<file path="src/core/sbaq_params.svh">
// constants for the shared bus arbiter and access queue
`ifndef SBAQ_PARAMS_SVH
`define SBAQ_PARAMS_SVH

// requester counts, slot 0 nearest the arbiter
`define SBAQ_NDEV 4
`define SBAQ_NIRQ 4
`define SBAQ_NCPU 4
`define SBAQ_NREQ 12
`define SBAQ_IDX_W 4
`define SBAQ_CPU_W 2
// base indices of the request classes in the flat request vector
`define SBAQ_IRQ_BASE 4
`define SBAQ_CPU_BASE 8

// transfer content widths
`define SBAQ_ADDR_W 15
`define SBAQ_DATA_W 16

// timing
`define SBAQ_CLK_NS 50
`define SBAQ_MEM_CYCLE_NS 850
`define SBAQ_MEM_CYCLE_CYC ((`SBAQ_MEM_CYCLE_NS + `SBAQ_CLK_NS - 1) / `SBAQ_CLK_NS)
`define SBAQ_GAP_W 5

`endif

</file>
<file path="src/core/sbaq_pkg.sv">
// types for the shared bus arbiter and access queue
`include "sbaq_params.svh"

package sbaq_pkg;

  typedef enum logic [1:0] {
    SBAQ_IDLE,
    SBAQ_WAIT_SRC,
    SBAQ_XFER,
    SBAQ_RELEASE
  } sbaq_state_t;

  typedef enum logic [1:0] {
    SBAQ_MODE_INTERLOCK,
    SBAQ_MODE_OVERLAP,
    SBAQ_MODE_INTERLEAVE
  } sbaq_mode_t;

  typedef struct packed {
    sbaq_state_t state;
    logic [`SBAQ_IDX_W-1:0] owner;
    logic q_vld;
    logic [`SBAQ_IDX_W-1:0] q_idx;
    logic fresh;
    logic blk;
    logic [1:0] blk_wait;
    logic [`SBAQ_GAP_W-1:0] gap;
    sbaq_mode_t mode;
    logic [`SBAQ_NREQ-1:0] grant;
    logic [1:0] start;
    logic [`SBAQ_ADDR_W-1:0] addr;
    logic [`SBAQ_DATA_W-1:0] wdata;
    logic write;
  } sbaq_arb_st_t;

endpackage

</file>
<file path="src/core/sbaq_pick_if.sv">
// processor fairness picker hookup
`timescale 1ns/1ps
`include "sbaq_params.svh"

interface sbaq_pick_if;
  logic [`SBAQ_NCPU-1:0] req;
  logic take;
  logic [`SBAQ_CPU_W-1:0] taken;
  logic [`SBAQ_CPU_W-1:0] pick;
  logic pick_vld;
  modport arb (output req, output take, output taken, input pick, input pick_vld);
  modport rr (input req, input take, input taken, output pick, output pick_vld);
endinterface

</file>
<file path="src/core/sbaq_arbiter.sv">
// shared bus arbiter with next-owner queue and memory mode sequencing
// Functional notes
// [RQ1] among devices, the slot nearest the arbiter wins
// [RQ2] devices beat interrupt sources, which beat processors
// [RQ3] next owner is chosen during the current transfer, no idle gap
// [RQ4] transfers end on source and target handshakes, not a timer
// [RQ5] interlocked: no access until the other block finishes restore
// [RQ6] overlapped: another block may start once the bus is released
// [RQ7] interleaved: two blocks alternate over sequential word addresses
// [RQ8] mode from straps: interlock, else odd/even interleave, else overlap
// [RQ9] interlocked: at most one memory start per 850 ns
// [RQ10] address and data held in registers for the whole access
// [RQ11] requesters ask one access per request; processors ask separately
// [RQ12] queue decision at transfer start, highest requester at that moment
// [RQ13] interleaved: block 1 takes odd words, block 0 even words
// [RQ14] each waiting processor is served once before any repeats
// [RQ15] owner keeps grant until release; queued winner follows next cycle
// [RQ16] after reset no grant, empty queue, mode from straps; reset loads interlock mode, then idle reloads it from the synchronised straps
`timescale 1ns/1ps
`include "sbaq_params.svh"

module sbaq_arbiter import sbaq_pkg::*; (
  // clock and reset
  input wire logic clk,
  input wire logic rst,
  // bus requests, asynchronous
  input wire logic [`SBAQ_NDEV-1:0] dev_req,
  input wire logic [`SBAQ_NIRQ-1:0] irq_req,
  input wire logic [`SBAQ_NCPU-1:0] cpu_req,
  // grants, one hot over dev, irq, cpu
  output logic [`SBAQ_NREQ-1:0] grant,
  output logic queue_vld,
  // source handshake and transfer content from the owner
  input wire logic src_valid,
  input wire logic [`SBAQ_ADDR_W-1:0] src_addr,
  input wire logic [`SBAQ_DATA_W-1:0] src_wdata,
  input wire logic src_write,
  // memory blocks
  output logic [1:0] mem_start,
  output logic [`SBAQ_ADDR_W-1:0] mem_addr,
  output logic [`SBAQ_DATA_W-1:0] mem_wdata,
  output logic mem_write,
  input wire logic [1:0] mem_ack,
  input wire logic [1:0] mem_busy,
  // static configuration straps
  input wire logic cfg_interlock,
  input wire logic cfg_odd_even,
  output logic [1:0] mem_mode
);
  sbaq_arb_st_t st_q;
  sbaq_arb_st_t st_d;

  logic [`SBAQ_NREQ-1:0] req_s;
  logic [6:0] ctl_s;
  logic [`SBAQ_ADDR_W+`SBAQ_DATA_W:0] dat_s;
  logic src_valid_s;
  logic [1:0] ack_s;
  logic [1:0] busy_s;
  logic interlock_s;
  logic odd_even_s;
  logic src_write_s;
  logic [`SBAQ_ADDR_W-1:0] src_addr_s;
  logic [`SBAQ_DATA_W-1:0] src_wdata_s;
  logic [`SBAQ_NREQ-1:0] req_m;
  logic win_vld;
  logic [`SBAQ_IDX_W-1:0] win_idx;
  logic tgt_blk;
  logic blk_ok;

  sbaq_pick_if pif ();

  sbaq_sync #(.W(`SBAQ_NREQ)) u_req_sync (
    .clk(clk),
    .rst(rst),
    .d({cpu_req, irq_req, dev_req}),
    .q(req_s)
  );

  sbaq_sync #(.W(7)) u_ctl_sync (
    .clk(clk),
    .rst(rst),
    .d({src_valid, mem_ack, mem_busy, cfg_interlock, cfg_odd_even}),
    .q(ctl_s)
  );

  sbaq_sync #(.W(`SBAQ_ADDR_W + `SBAQ_DATA_W + 1)) u_dat_sync (
    .clk(clk),
    .rst(rst),
    .d({src_write, src_addr, src_wdata}),
    .q(dat_s)
  );

  sbaq_rr_pick u_rr (
    .clk(clk),
    .rst(rst),
    .pif(pif)
  );

  assign {src_valid_s, ack_s, busy_s, interlock_s, odd_even_s} = ctl_s;
  assign {src_write_s, src_addr_s, src_wdata_s} = dat_s;

  function automatic logic [`SBAQ_NREQ-1:0] idx_onehot(input logic [`SBAQ_IDX_W-1:0] i);
    logic [`SBAQ_NREQ-1:0] v;
    v = '0;
    v[i] = 1'b1;
    return v;
  endfunction

  // the current owner cannot queue behind itself
  assign req_m = (st_q.state == SBAQ_IDLE) ? req_s : (req_s & ~idx_onehot(st_q.owner));
  assign pif.req = req_m[`SBAQ_CPU_BASE +: `SBAQ_NCPU];

  // fixed priority: devices by slot, then interrupts, then fair processor pick
  always_comb begin
    win_vld = pif.pick_vld; // [RQ2]
    win_idx = `SBAQ_IDX_W'(`SBAQ_CPU_BASE) + `SBAQ_IDX_W'(pif.pick);
    for (int i = `SBAQ_CPU_BASE - 1; i >= 0; i--) begin
      if (req_m[i]) begin // [RQ1] [RQ2]
        win_vld = 1'b1;
        win_idx = `SBAQ_IDX_W'(i);
      end
    end
  end

  // block select and admission per memory mode
  always_comb begin
    if (st_q.mode == SBAQ_MODE_INTERLEAVE) begin
      tgt_blk = src_addr_s[0]; // [RQ7] [RQ13]
    end else begin
      tgt_blk = src_addr_s[`SBAQ_ADDR_W-1];
    end
    if (st_q.mode == SBAQ_MODE_INTERLOCK) begin
      blk_ok = (st_q.blk_wait == 2'h0) && (busy_s == 2'h0) && (st_q.gap == '0); // [RQ5] [RQ9]
    end else begin
      blk_ok = !st_q.blk_wait[tgt_blk] && !busy_s[tgt_blk]; // [RQ6] [RQ7]
    end
  end

  always_comb begin
    st_d = st_q;
    st_d.start = 2'h0;
    pif.take = 1'b0;
    pif.taken = pif.pick;
    if (st_q.gap != '0) begin
      st_d.gap = st_q.gap - `SBAQ_GAP_W'(1);
    end
    st_d.blk_wait = st_q.blk_wait & ~ack_s;
    case (st_q.state)
      SBAQ_IDLE: begin
        if (interlock_s) begin // [RQ8] [RQ16]
          st_d.mode = SBAQ_MODE_INTERLOCK;
        end else if (odd_even_s) begin
          st_d.mode = SBAQ_MODE_INTERLEAVE;
        end else begin
          st_d.mode = SBAQ_MODE_OVERLAP;
        end
        if (win_vld) begin
          st_d.owner = win_idx;
          st_d.grant = idx_onehot(win_idx);
          st_d.fresh = 1'b1;
          st_d.state = SBAQ_WAIT_SRC;
          pif.take = (win_idx >= `SBAQ_IDX_W'(`SBAQ_CPU_BASE)); // [RQ14]
        end
      end
      SBAQ_WAIT_SRC: begin
        if (st_q.fresh) begin
          st_d.fresh = 1'b0;
          st_d.q_vld = win_vld; // [RQ3] [RQ12]
          st_d.q_idx = win_idx;
          pif.take = win_vld && (win_idx >= `SBAQ_IDX_W'(`SBAQ_CPU_BASE)); // [RQ14]
        end
        if (src_valid_s && blk_ok) begin // [RQ4]
          st_d.blk = tgt_blk;
          st_d.start[tgt_blk] = 1'b1;
          st_d.blk_wait[tgt_blk] = 1'b1;
          st_d.addr = src_addr_s; // [RQ10]
          st_d.wdata = src_wdata_s;
          st_d.write = src_write_s;
          st_d.gap = `SBAQ_GAP_W'(`SBAQ_MEM_CYCLE_CYC - 1); // [RQ9]
          st_d.state = SBAQ_XFER;
        end
      end
      SBAQ_XFER: begin
        if (ack_s[st_q.blk]) begin // [RQ4]
          st_d.state = SBAQ_RELEASE;
        end
      end
      SBAQ_RELEASE: begin
        if (!src_valid_s && !req_s[st_q.owner]) begin // [RQ15]
          if (st_q.q_vld) begin
            st_d.owner = st_q.q_idx;
            st_d.grant = idx_onehot(st_q.q_idx); // [RQ3] [RQ15]
            st_d.q_vld = 1'b0;
            st_d.fresh = 1'b1;
            st_d.state = SBAQ_WAIT_SRC;
          end else begin
            st_d.grant = '0;
            st_d.state = SBAQ_IDLE;
          end
        end
      end
      default: begin
        st_d.state = SBAQ_IDLE;
        st_d.grant = '0;
      end
    endcase
  end

  always_ff @(posedge clk) begin
    if (rst) begin
      st_q <= '0; // [RQ16]
    end else begin
      st_q <= st_d;
    end
  end

  assign grant = st_q.grant;
  assign queue_vld = st_q.q_vld;
  assign mem_start = st_q.start;
  assign mem_addr = st_q.addr;
  assign mem_wdata = st_q.wdata;
  assign mem_write = st_q.write;
  assign mem_mode = st_q.mode;

  // helper: cycles since the last memory start, saturating
  logic [7:0] since_q;
  logic seen_q;
  always_ff @(posedge clk) begin
    if (rst) begin
      since_q <= 8'h00;
      seen_q <= 1'b0;
    end else if (st_q.start != 2'h0) begin
      since_q <= 8'h01;
      seen_q <= 1'b1;
    end else if (since_q != 8'hFF) begin
      since_q <= since_q + 8'h01;
    end
  end
endmodule

</file>
<file path="src/core/sbaq_rr_pick.sv">
// round robin pick among processors
`timescale 1ns/1ps
`include "sbaq_params.svh"

module sbaq_rr_pick import sbaq_pkg::*; (
  // clock and reset
  input wire logic clk,
  input wire logic rst,
  // picker port
  sbaq_pick_if.rr pif
);
  typedef struct packed {
    logic [`SBAQ_CPU_W-1:0] last;
  } sbaq_rr_st_t;

  sbaq_rr_st_t st_q;
  sbaq_rr_st_t st_d;

  // search starts just after the last taken processor
  always_comb begin
    logic [`SBAQ_CPU_W-1:0] idx;
    idx = '0;
    pif.pick = '0;
    pif.pick_vld = 1'b0;
    for (int i = `SBAQ_NCPU; i >= 1; i--) begin
      idx = st_q.last + `SBAQ_CPU_W'(i);
      if (pif.req[idx]) begin // [RQ14]
        pif.pick = idx;
        pif.pick_vld = 1'b1;
      end
    end
  end

  always_comb begin
    st_d = st_q;
    if (pif.take) begin
      st_d.last = pif.taken;
    end
  end

  always_ff @(posedge clk) begin
    if (rst) begin
      st_q <= '0;
    end else begin
      st_q <= st_d;
    end
  end
endmodule

</file>
<file path="src/core/sbaq_sync.sv">
// two flip-flop synchroniser for asynchronous inputs
`timescale 1ns/1ps

module sbaq_sync import sbaq_pkg::*; #(
  parameter int W = 1
) (
  // clock and reset
  input wire logic clk,
  input wire logic rst,
  // data
  input wire logic [W-1:0] d,
  output logic [W-1:0] q
);
  typedef struct packed {
    logic [W-1:0] s1;
    logic [W-1:0] s2;
  } sbaq_sync_st_t;

  sbaq_sync_st_t st_q;
  sbaq_sync_st_t st_d;

  always_comb begin
    st_d.s1 = d;
    st_d.s2 = st_q.s1;
  end

  always_ff @(posedge clk) begin
    if (rst) begin
      st_q <= '0;
    end else begin
      st_q <= st_d;
    end
  end

  assign q = st_q.s2;
endmodule

</file>
<file path="config.mk">
export PLATFORM = sky130hd
export DESIGN_NAME = sbaq_arbiter
export DESIGN_NICKNAME = d
export VERILOG_FILES = /design/src/core/sbaq_pkg.sv /design/src/core/sbaq_pick_if.sv /design/src/core/sbaq_arbiter.sv /design/src/core/sbaq_rr_pick.sv /design/src/core/sbaq_sync.sv
export VERILOG_INCLUDE_DIRS = /design/src /design/src/core
export SDC_FILE = /design/constraint.sdc
export NUM_CORES = 1
export LEC_CHECK = 0
export ABC_AREA = 1
export BUFFER_PORTS_ARGS = -buffer_cell sky130_fd_sc_hd__clkbuf_2
export CAP_MARGIN = 30
export CORE_AREA = 5 5 115 117
export DETAILED_ROUTE_END_ITERATION = 10
export DIE_AREA = 0 0 120 122
export GPL_TIMING_DRIVEN = 0
export PLACE_DENSITY_LB_ADDON = 0.05
export SYNTH_ARGS = -nofsm -noshare
export SYNTH_HDL_FRONTEND = slang
export SYNTH_SLANG_ARGS = --single-unit
</file>
<file path="constraint.sdc">
create_clock -name clk -period 2.8 [get_ports clk]
set_input_delay 0.56 -clock clk [delete_from_list [all_inputs] [get_ports clk]]
set_output_delay 0.56 -clock clk [all_outputs]
set_load 0.01 [all_outputs]
</file>
* Yosys cells after proc, flatten, opt, wreduce, memory -nomap -nowiden
Cells that the tools add are included.
** Storage, ports and cells
- Register bits after elaboration :: 172
- Latch bits :: 0
- Bits in writable memories :: 0
- ROM bits :: 0
- Input bits :: 53
- Memories :: 0
** Operators by class
- $add $sub $neg :: 5
- $mul :: 0
- Divide/modulo/power cells :: 0
- Magnitude comparators :: 14
- Eq/ne operators :: 10
- Shift-type cells :: 0
- Multiplexer cells :: 77
- Bitwise logic cells :: 7
- Reduce and logical (&&, ||, !) cells :: 31
** Operators by type and width (count)
- $mux 12 :: 4
- $mux 1 :: 35
- $mux 4 :: 8
- $pmux 12 s2 :: 1
- $mux 7 :: 3
- $mux 2 :: 8
- $lt 4x5->1 const B :: 3
- $and 12x12->12 :: 1
- $demux 1 s4 :: 3
- $ge 4x1->1 const B :: 3
- $lt 2x3->1 const B :: 4
- $mux 6 :: 2
- $ne 2x2->1 const B :: 6
- $not 12->12 :: 1
- $reduce_and 4->1 :: 3
- $logic_and 1x1->1 :: 10
- $mux 5 :: 2
- $bmux 1 s2 :: 4
- $logic_not 2->1 :: 4
- $pmux 2 s4 :: 1
- $pmux 4 s2 :: 1
- $eq 2x2->1 const B :: 3
- $reduce_and 3->1 :: 2
- $logic_not 5->1 :: 1
- other kinds (22) :: 31

* Longest topological paths before layout
- Word-level depth :: 28
- Depth in mapped cells :: 23
- Gate-level depth less buffers :: 23

* Cells and area by module
Synthesis repeated with hierarchy kept, for this count alone.
** Second synthesis, totals
- Cells, all modules :: 910
- Area total of the unflattened synthesis :: 6921.6 µm²
** Modules (own cells, without submodules)
- sbaq_arbiter :: instances 1, cells an instance 538, area each 3708.6 µm²
- sbaq_sync (u_dat_sync) :: instances 1, cells an instance 199, area each 1840.5 µm²
- sbaq_sync (u_req_sync) :: instances 1, cells an instance 74, area each 683.2 µm²
- sbaq_sync (u_ctl_sync) :: instances 1, cells an instance 43, area each 396.6 µm²
- sbaq_rr_pick :: instances 1, cells an instance 56, area each 292.8 µm²

* Worst setup path after synthesis
OpenSTA, ideal clock, no wires.
- Kind :: register to register
- Start :: register st_q[66] (netlist name)
- End :: register st_q (netlist bit grant[5])
- Library setup time :: 0.118 ns
- Arrival :: 2.262 ns
- Required time :: 2.682 ns
- Slack :: 0.420 ns
- Stages on the path, launching flop included :: 18
- Clock period less this slack :: 2.380 ns
- Cell sequence :: dfxtp_1 inv_1 ha_1 inv_2 nand2_1 o31ai_1 nand2_1 nor2_2 inv_2 nor2_4 nand3_2 o21ai_2 inv_2 nand2_4 inv_2 buf_6 o21ai_1 a21oi_1
** Between the ends
- Word-level cells in the longest chain between the ends :: 23
- Elaborated cells between the ends (all ways) :: 47
- Classes of those cells :: add/sub: 1; order compare: 2; eq/ne: 3; mux: 37; reduce/logical: 4
** RTL lines
- from (decl) :: RTL line sbaq_arbiter.sv:50 : sbaq_arb_st_t st_q;
- from (signal assigned) :: RTL line sbaq_arbiter.sv:213 : st_q <= st_d;
- $logic_not 2->1 :: RTL line sbaq_arbiter.sv:110, sbaq_arbiter.sv:148
- $mux 12 :: RTL line sbaq_arbiter.sv:110 : assign req_m = (st_q.state == SBAQ_IDLE) ? req_s : (req_s & ~idx_onehot(st_q.owner));
- $bmux 1 s2 :: RTL line sbaq_rr_pick.sv:27 : if (pif.req[idx]) begin
- $mux 1 (not written as such) :: RTL line sbaq_rr_pick.sv:27
- $mux 2 (4 in series) :: RTL line sbaq_rr_pick.sv:27
- $add 4x2->4 (no line)
- $mux 4 (8 in series) :: RTL line sbaq_arbiter.sv:118 : if (req_m[i]) begin
- $lt 4x5->1 (not written as such) / $ge 4x1->1 (equally long branches) :: RTL line sbaq_arbiter.sv:105 : v[i] = 1'b1;
- $logic_and 1x1->1 (not written as such) :: RTL line sbaq_arbiter.sv:105
- $mux 1 (not written as such) :: RTL line sbaq_arbiter.sv:105
- $demux 1 s4 :: RTL line sbaq_arbiter.sv:105
- $mux 12 :: RTL line sbaq_arbiter.sv:157 : if (win_vld) begin
- $pmux 12 s2 :: RTL line sbaq_arbiter.sv:148 : case (st_q.state)
Parallel ways exist; a longest one is shown, timed or not. The select of a mux whose other input is x is not followed.
A chain may end at the register's enable or synchronous reset.

* Worst setup path after layout
- Start :: register st_q[66] (netlist name)
- End :: register st_q[63] (netlist name)
** Between the ends
- Word-level cells in the longest chain between the ends :: 19
- Elaborated cells between the ends (all ways) :: 43
- Classes of those cells :: add/sub: 1; eq/ne: 4; mux: 35; reduce/logical: 3
** RTL lines (RTL line)
- $logic_not 2->1 :: sbaq_arbiter.sv:110, sbaq_arbiter.sv:148
- $mux 12 :: sbaq_arbiter.sv:110
- $bmux 1 s2 :: sbaq_rr_pick.sv:27
- $mux 1 (not written as such) :: sbaq_rr_pick.sv:27
- $mux 2 (4 in series) :: sbaq_rr_pick.sv:27
- $add 4x2->4 (no line)
- $mux 4 (8 in series) :: sbaq_arbiter.sv:118
- $mux 6 :: sbaq_arbiter.sv:157
- $pmux 4 s2 :: sbaq_arbiter.sv:148
Parallel ways exist; a longest one is shown, timed or not. The select of a mux whose other input is x is not followed.

==> impl_metrics.toml <==
[flow_run]
maxCapViolCount = 0

[place]
place_area_sq_um = 7330
post-dp-hpwl_um = 9560
place.gp.congestion = 0.896
portBuffers = 100

[floorplan]
die_area_sq_um = 14600
io_pins = 102
core_region_area_sq_um = 12300
start_util = 0.541
dieHeight_um = 122
die_w_um = 120
num_rows = 41

[synth]
synth_area_sq_um = 6640
syn_nets = 916
yosysSeqAreaShare = 0.519
yosysWarnings = 0
syn_avg_cell_area_sq_um = 7.74
yosysUniqueCellTypes = 37
syn_inst = 858
ys_ff_latch = 172

[clocking]
clk_pin_slew_worst_paths_ns = 0.07
cts_tree = "done"
cts-buffers-inserted = 17
h-tree-depth = 4
clkLatencyLatePin_ns = 0.42
cts_setup_buffers = 0
clockBufferDepth = 2
clkSinkCount = 172
cts_root_buf = "clkbuf_16"

[finish]
antenna_cells = 0
drive_above_1_share = 0.227
area_delta_synth_final_pct = 20.2
final_area_sq_um = 7980
nNetsFinal = 1035

[sta]
fin_crit_ns = 2.53
finalMaxSlewViolations = 0
grt_setup_unrepaired = "no"
fin_hold_ws_ns = 0.319
maxSlewHeadroom = 0.573
worstMarginPinSlew_ns = 0.641
fin_setup_tns_ns = 0
max_freq_ghz = 0.396
setup_viol = 0
hold_viol = 0
fin_crit_sh = 0.902
skew_ns = 0.00699

[global_route]
grt.total_usage = 0.187
grt-ovfl-total = 0
antenna_found_initial = 0
grt_pass1_wl_um = 21800
grt_max_degree = 17
grt_pass1_vias = 4660

[power]
leakage_nw = 3.85
cellPowerDensity_nw_per_um2 = 857
power_mw = 6.83
ir_drop_mv = 0.456

[setup_path]
rr_startpoint = "st_q[66]"
crit_arrival_ns = 2.80
cp_cell_sequence = "inv_1 -> ha_4 -> inv_4 -> nand2_2 -> o31ai_1 -> nand2_1 -> nor2_2 -> inv_2 -> nor2_4 -> nand3_2 -> o21ai_2 -> inv_2 -> nand2_4 -> inv_2 -> nand2_4 -> a21oi_1 -> o21ai_0 -> a21oi_1"
critPathMostFrequentCell = "inv_2"
slowest_stage = "dfxtp_2"
crit_cells = 18
crit_fanout = 10
criticalPathCategory = "flop to flop"
timing.critical_path.buf_inv = 5
crit_required_ns = 3.07
worst_r2r_path_depth = 18
worstSetupStartpointType = "flop"
crit_family = "simple AND/OR/NAND/NOR gates"
end_kind = "flop"
crit_end = "st_q[63]"
crit_start = "st_q[66]"
r2r-end = "st_q[63]"
r2r_slack_ns = 0.27
cp_slowest_stage_delay_ns = 0.37

[routing]
drt_iter0_markers = 384
vias = 5156
drc = 0
viasPerCell = 4.52
drt-total-wl_um = 13000
routedWlPerCell_um = 11.4
drtAntennaViolNets = 0
dr.pass1.iters = 5

[hold_path]
hold_class = "primary input to flop"

[run_status]
status = "complete, no violations"
==> synthesized netlist by cell type, drive strengths merged <==
cell type / n / area share
clkbuf: 24 / 0.014
a211oi: 1 / 0.0011
dfxtp: 172 / 0.52
o32ai: 1 / 0.0013
a21oi: 60 / 0.046
o211ai: 6 / 0.0068
o22ai: 2 / 0.0019
ha: 5 / 0.0094
xor2: 2 / 0.0026
nand3b: 1 / 0.0011
nor2: 151 / 0.090
xnor2: 1 / 0.0013
nand4: 6 / 0.0057
o21ai: 33 / 0.028
o21bai: 2 / 0.0023
nor3: 2 / 0.0015
clkinv: 2 / 0.0011
o31ai: 4 / 0.0053
a22oi: 3 / 0.0034
buf: 53 / 0.060
inv: 148 / 0.084
nand2: 137 / 0.081
o211a: 1 / 0.0015
a31o: 2 / 0.0026
nand3: 39 / 0.030
==> area by class of cell <==
cell class                 instances  area [sq um]
clock buffer                      18           439
timing repair buffer             100           500
multi-input combinational        459          2190
tap                              150           188
fill                            1126          4280
buffer                            77           490
sequential                       172          3440
inverter                         150           566
clock inverter                    14           158
==> repair_timing <==
| action | in CTS | in global routing |
|---|---|---|
| hold buffers | 0 | 0 |
| gates resized for setup | 4 | 8 |
| setup endpoints to repair | 13 | 21 |
| pin swaps | 0 | 1 |
==> worst min path at each step <==
stage | start | end | slack, ns | cells after the start
finish | src_addr[6] | u_dat_sync.st_d[22] | 0.32 | 3
global route | cpu_req[3] | u_req_sync.st_d[11] | 0.31 | 3
CTS | src_addr[6] | u_dat_sync.st_d[22] | 0.31 | 3
detailed placement | u_dat_sync.st_d[1] | u_dat_sync.q[1] | 0.39 | 2
global placement | u_dat_sync.st_d[29] | u_dat_sync.q[29] | 0.39 | 2
floorplan | u_ctl_sync.st_d[0] | u_ctl_sync.q[0] | 0.39 | 2
==> metal layers <==
metal  routed length [um]  GRT usage  vias to the layer above  part of all wire
li1                     -          -                     2811                 -
met1                 6280      0.258                     2183              0.48
met2                 5740      0.277                      130              0.44
met3                  678     0.0441                       32             0.052
met4                  339     0.0866                        0             0.026
met5                    0          0                        -                 0
==> registers in the layout, summed over array words and instances, names as in the netlist <==
signal,flops
mem_write,1
mem_wdata,16
u_req_sync.st_d,12
u_rr.st_q,2
st_q,19
u_dat_sync.st_d,32
u_req_sync.q,12
mem_addr,15
u_ctl_sync.st_d,7
mem_start,2
queue_vld,1
u_dat_sync.q,32
u_ctl_sync.q,7
grant,12
mem_mode,2
==> layout by cell type (no fill, tap or decap), types with 3 or more instances in the layout <==
cell type | netlist | routed
nor2_2 | 6 | 6
inv_2 | 9 | 8
nand3_1 | 38 | 37
nand2_2 | 4 | 6
buf_4 | 49 | 49
clkbuf_2 | 0 | 100
clkbuf_1 | 24 | 24
a22oi_1 | 3 | 3
inv_1 | 139 | 139
nand2_1 | 131 | 129
o211ai_1 | 6 | 6
dfxtp_1 | 172 | 171
nand4_1 | 6 | 6
o21ai_1 | 8 | 9
o21ai_0 | 20 | 19
ha_1 | 5 | 4
a21oi_1 | 59 | 59
nor2_1 | 143 | 143
clkbuf_16 | 0 | 17
inv_8 | 0 | 3
clkinv_2 | 0 | 4
inv_6 | 0 | 4
o21ai_2 | 5 | 5
==> worst reg2reg max path: cells and delay by family, from the launching register on <==
kind            cells  cell delay, ns
compound gates      5            0.64
fa+ha+maj           1            0.21
buf+inv             5            0.42
flops               1            0.37
simple gates        7            0.74
==> report_power, final <==
group / internal [mW] / leakage (nW) / switching, mW
sequential: 2.68 / 1.41 / 0.137
combinational: 0.649 / 2.13 / 1.03
clock: 1.36 / 0.301 / 0.977
==> cells by family (layout without fill, tap and decap cells) <==
group,Yosys count,in the layout,synth area share
AOI/OAI and AO/OA,115,115,0.0997
xor gates and xnor gates,3,3,0.00396
adders and majority gates,5,5,0.00942
buffers and inverters,227,359,0.159
DFF,172,172,0.519
and+or+nand+nor,336,336,0.210
==> through the flow <==
| stage | cells | setup slack [ns] | utilization |
|---|---|---|---|
| 2_1_floorplan | 858 | 0.420 | - |
| 3_3_place_gp | 1108 | -0.0626 | 0.598 |
| 3_5_place_dp | 1108 | -0.0888 | 0.598 |
| 4_1_cts | 1140 | 0.0330 | 0.648 |
| 5_1_grt | 1140 | 0.0198 | 0.651 |
| 6_report | 1140 | 0.273 | 0.651 |
Note: power is estimated with default switching activity, not from simulation.
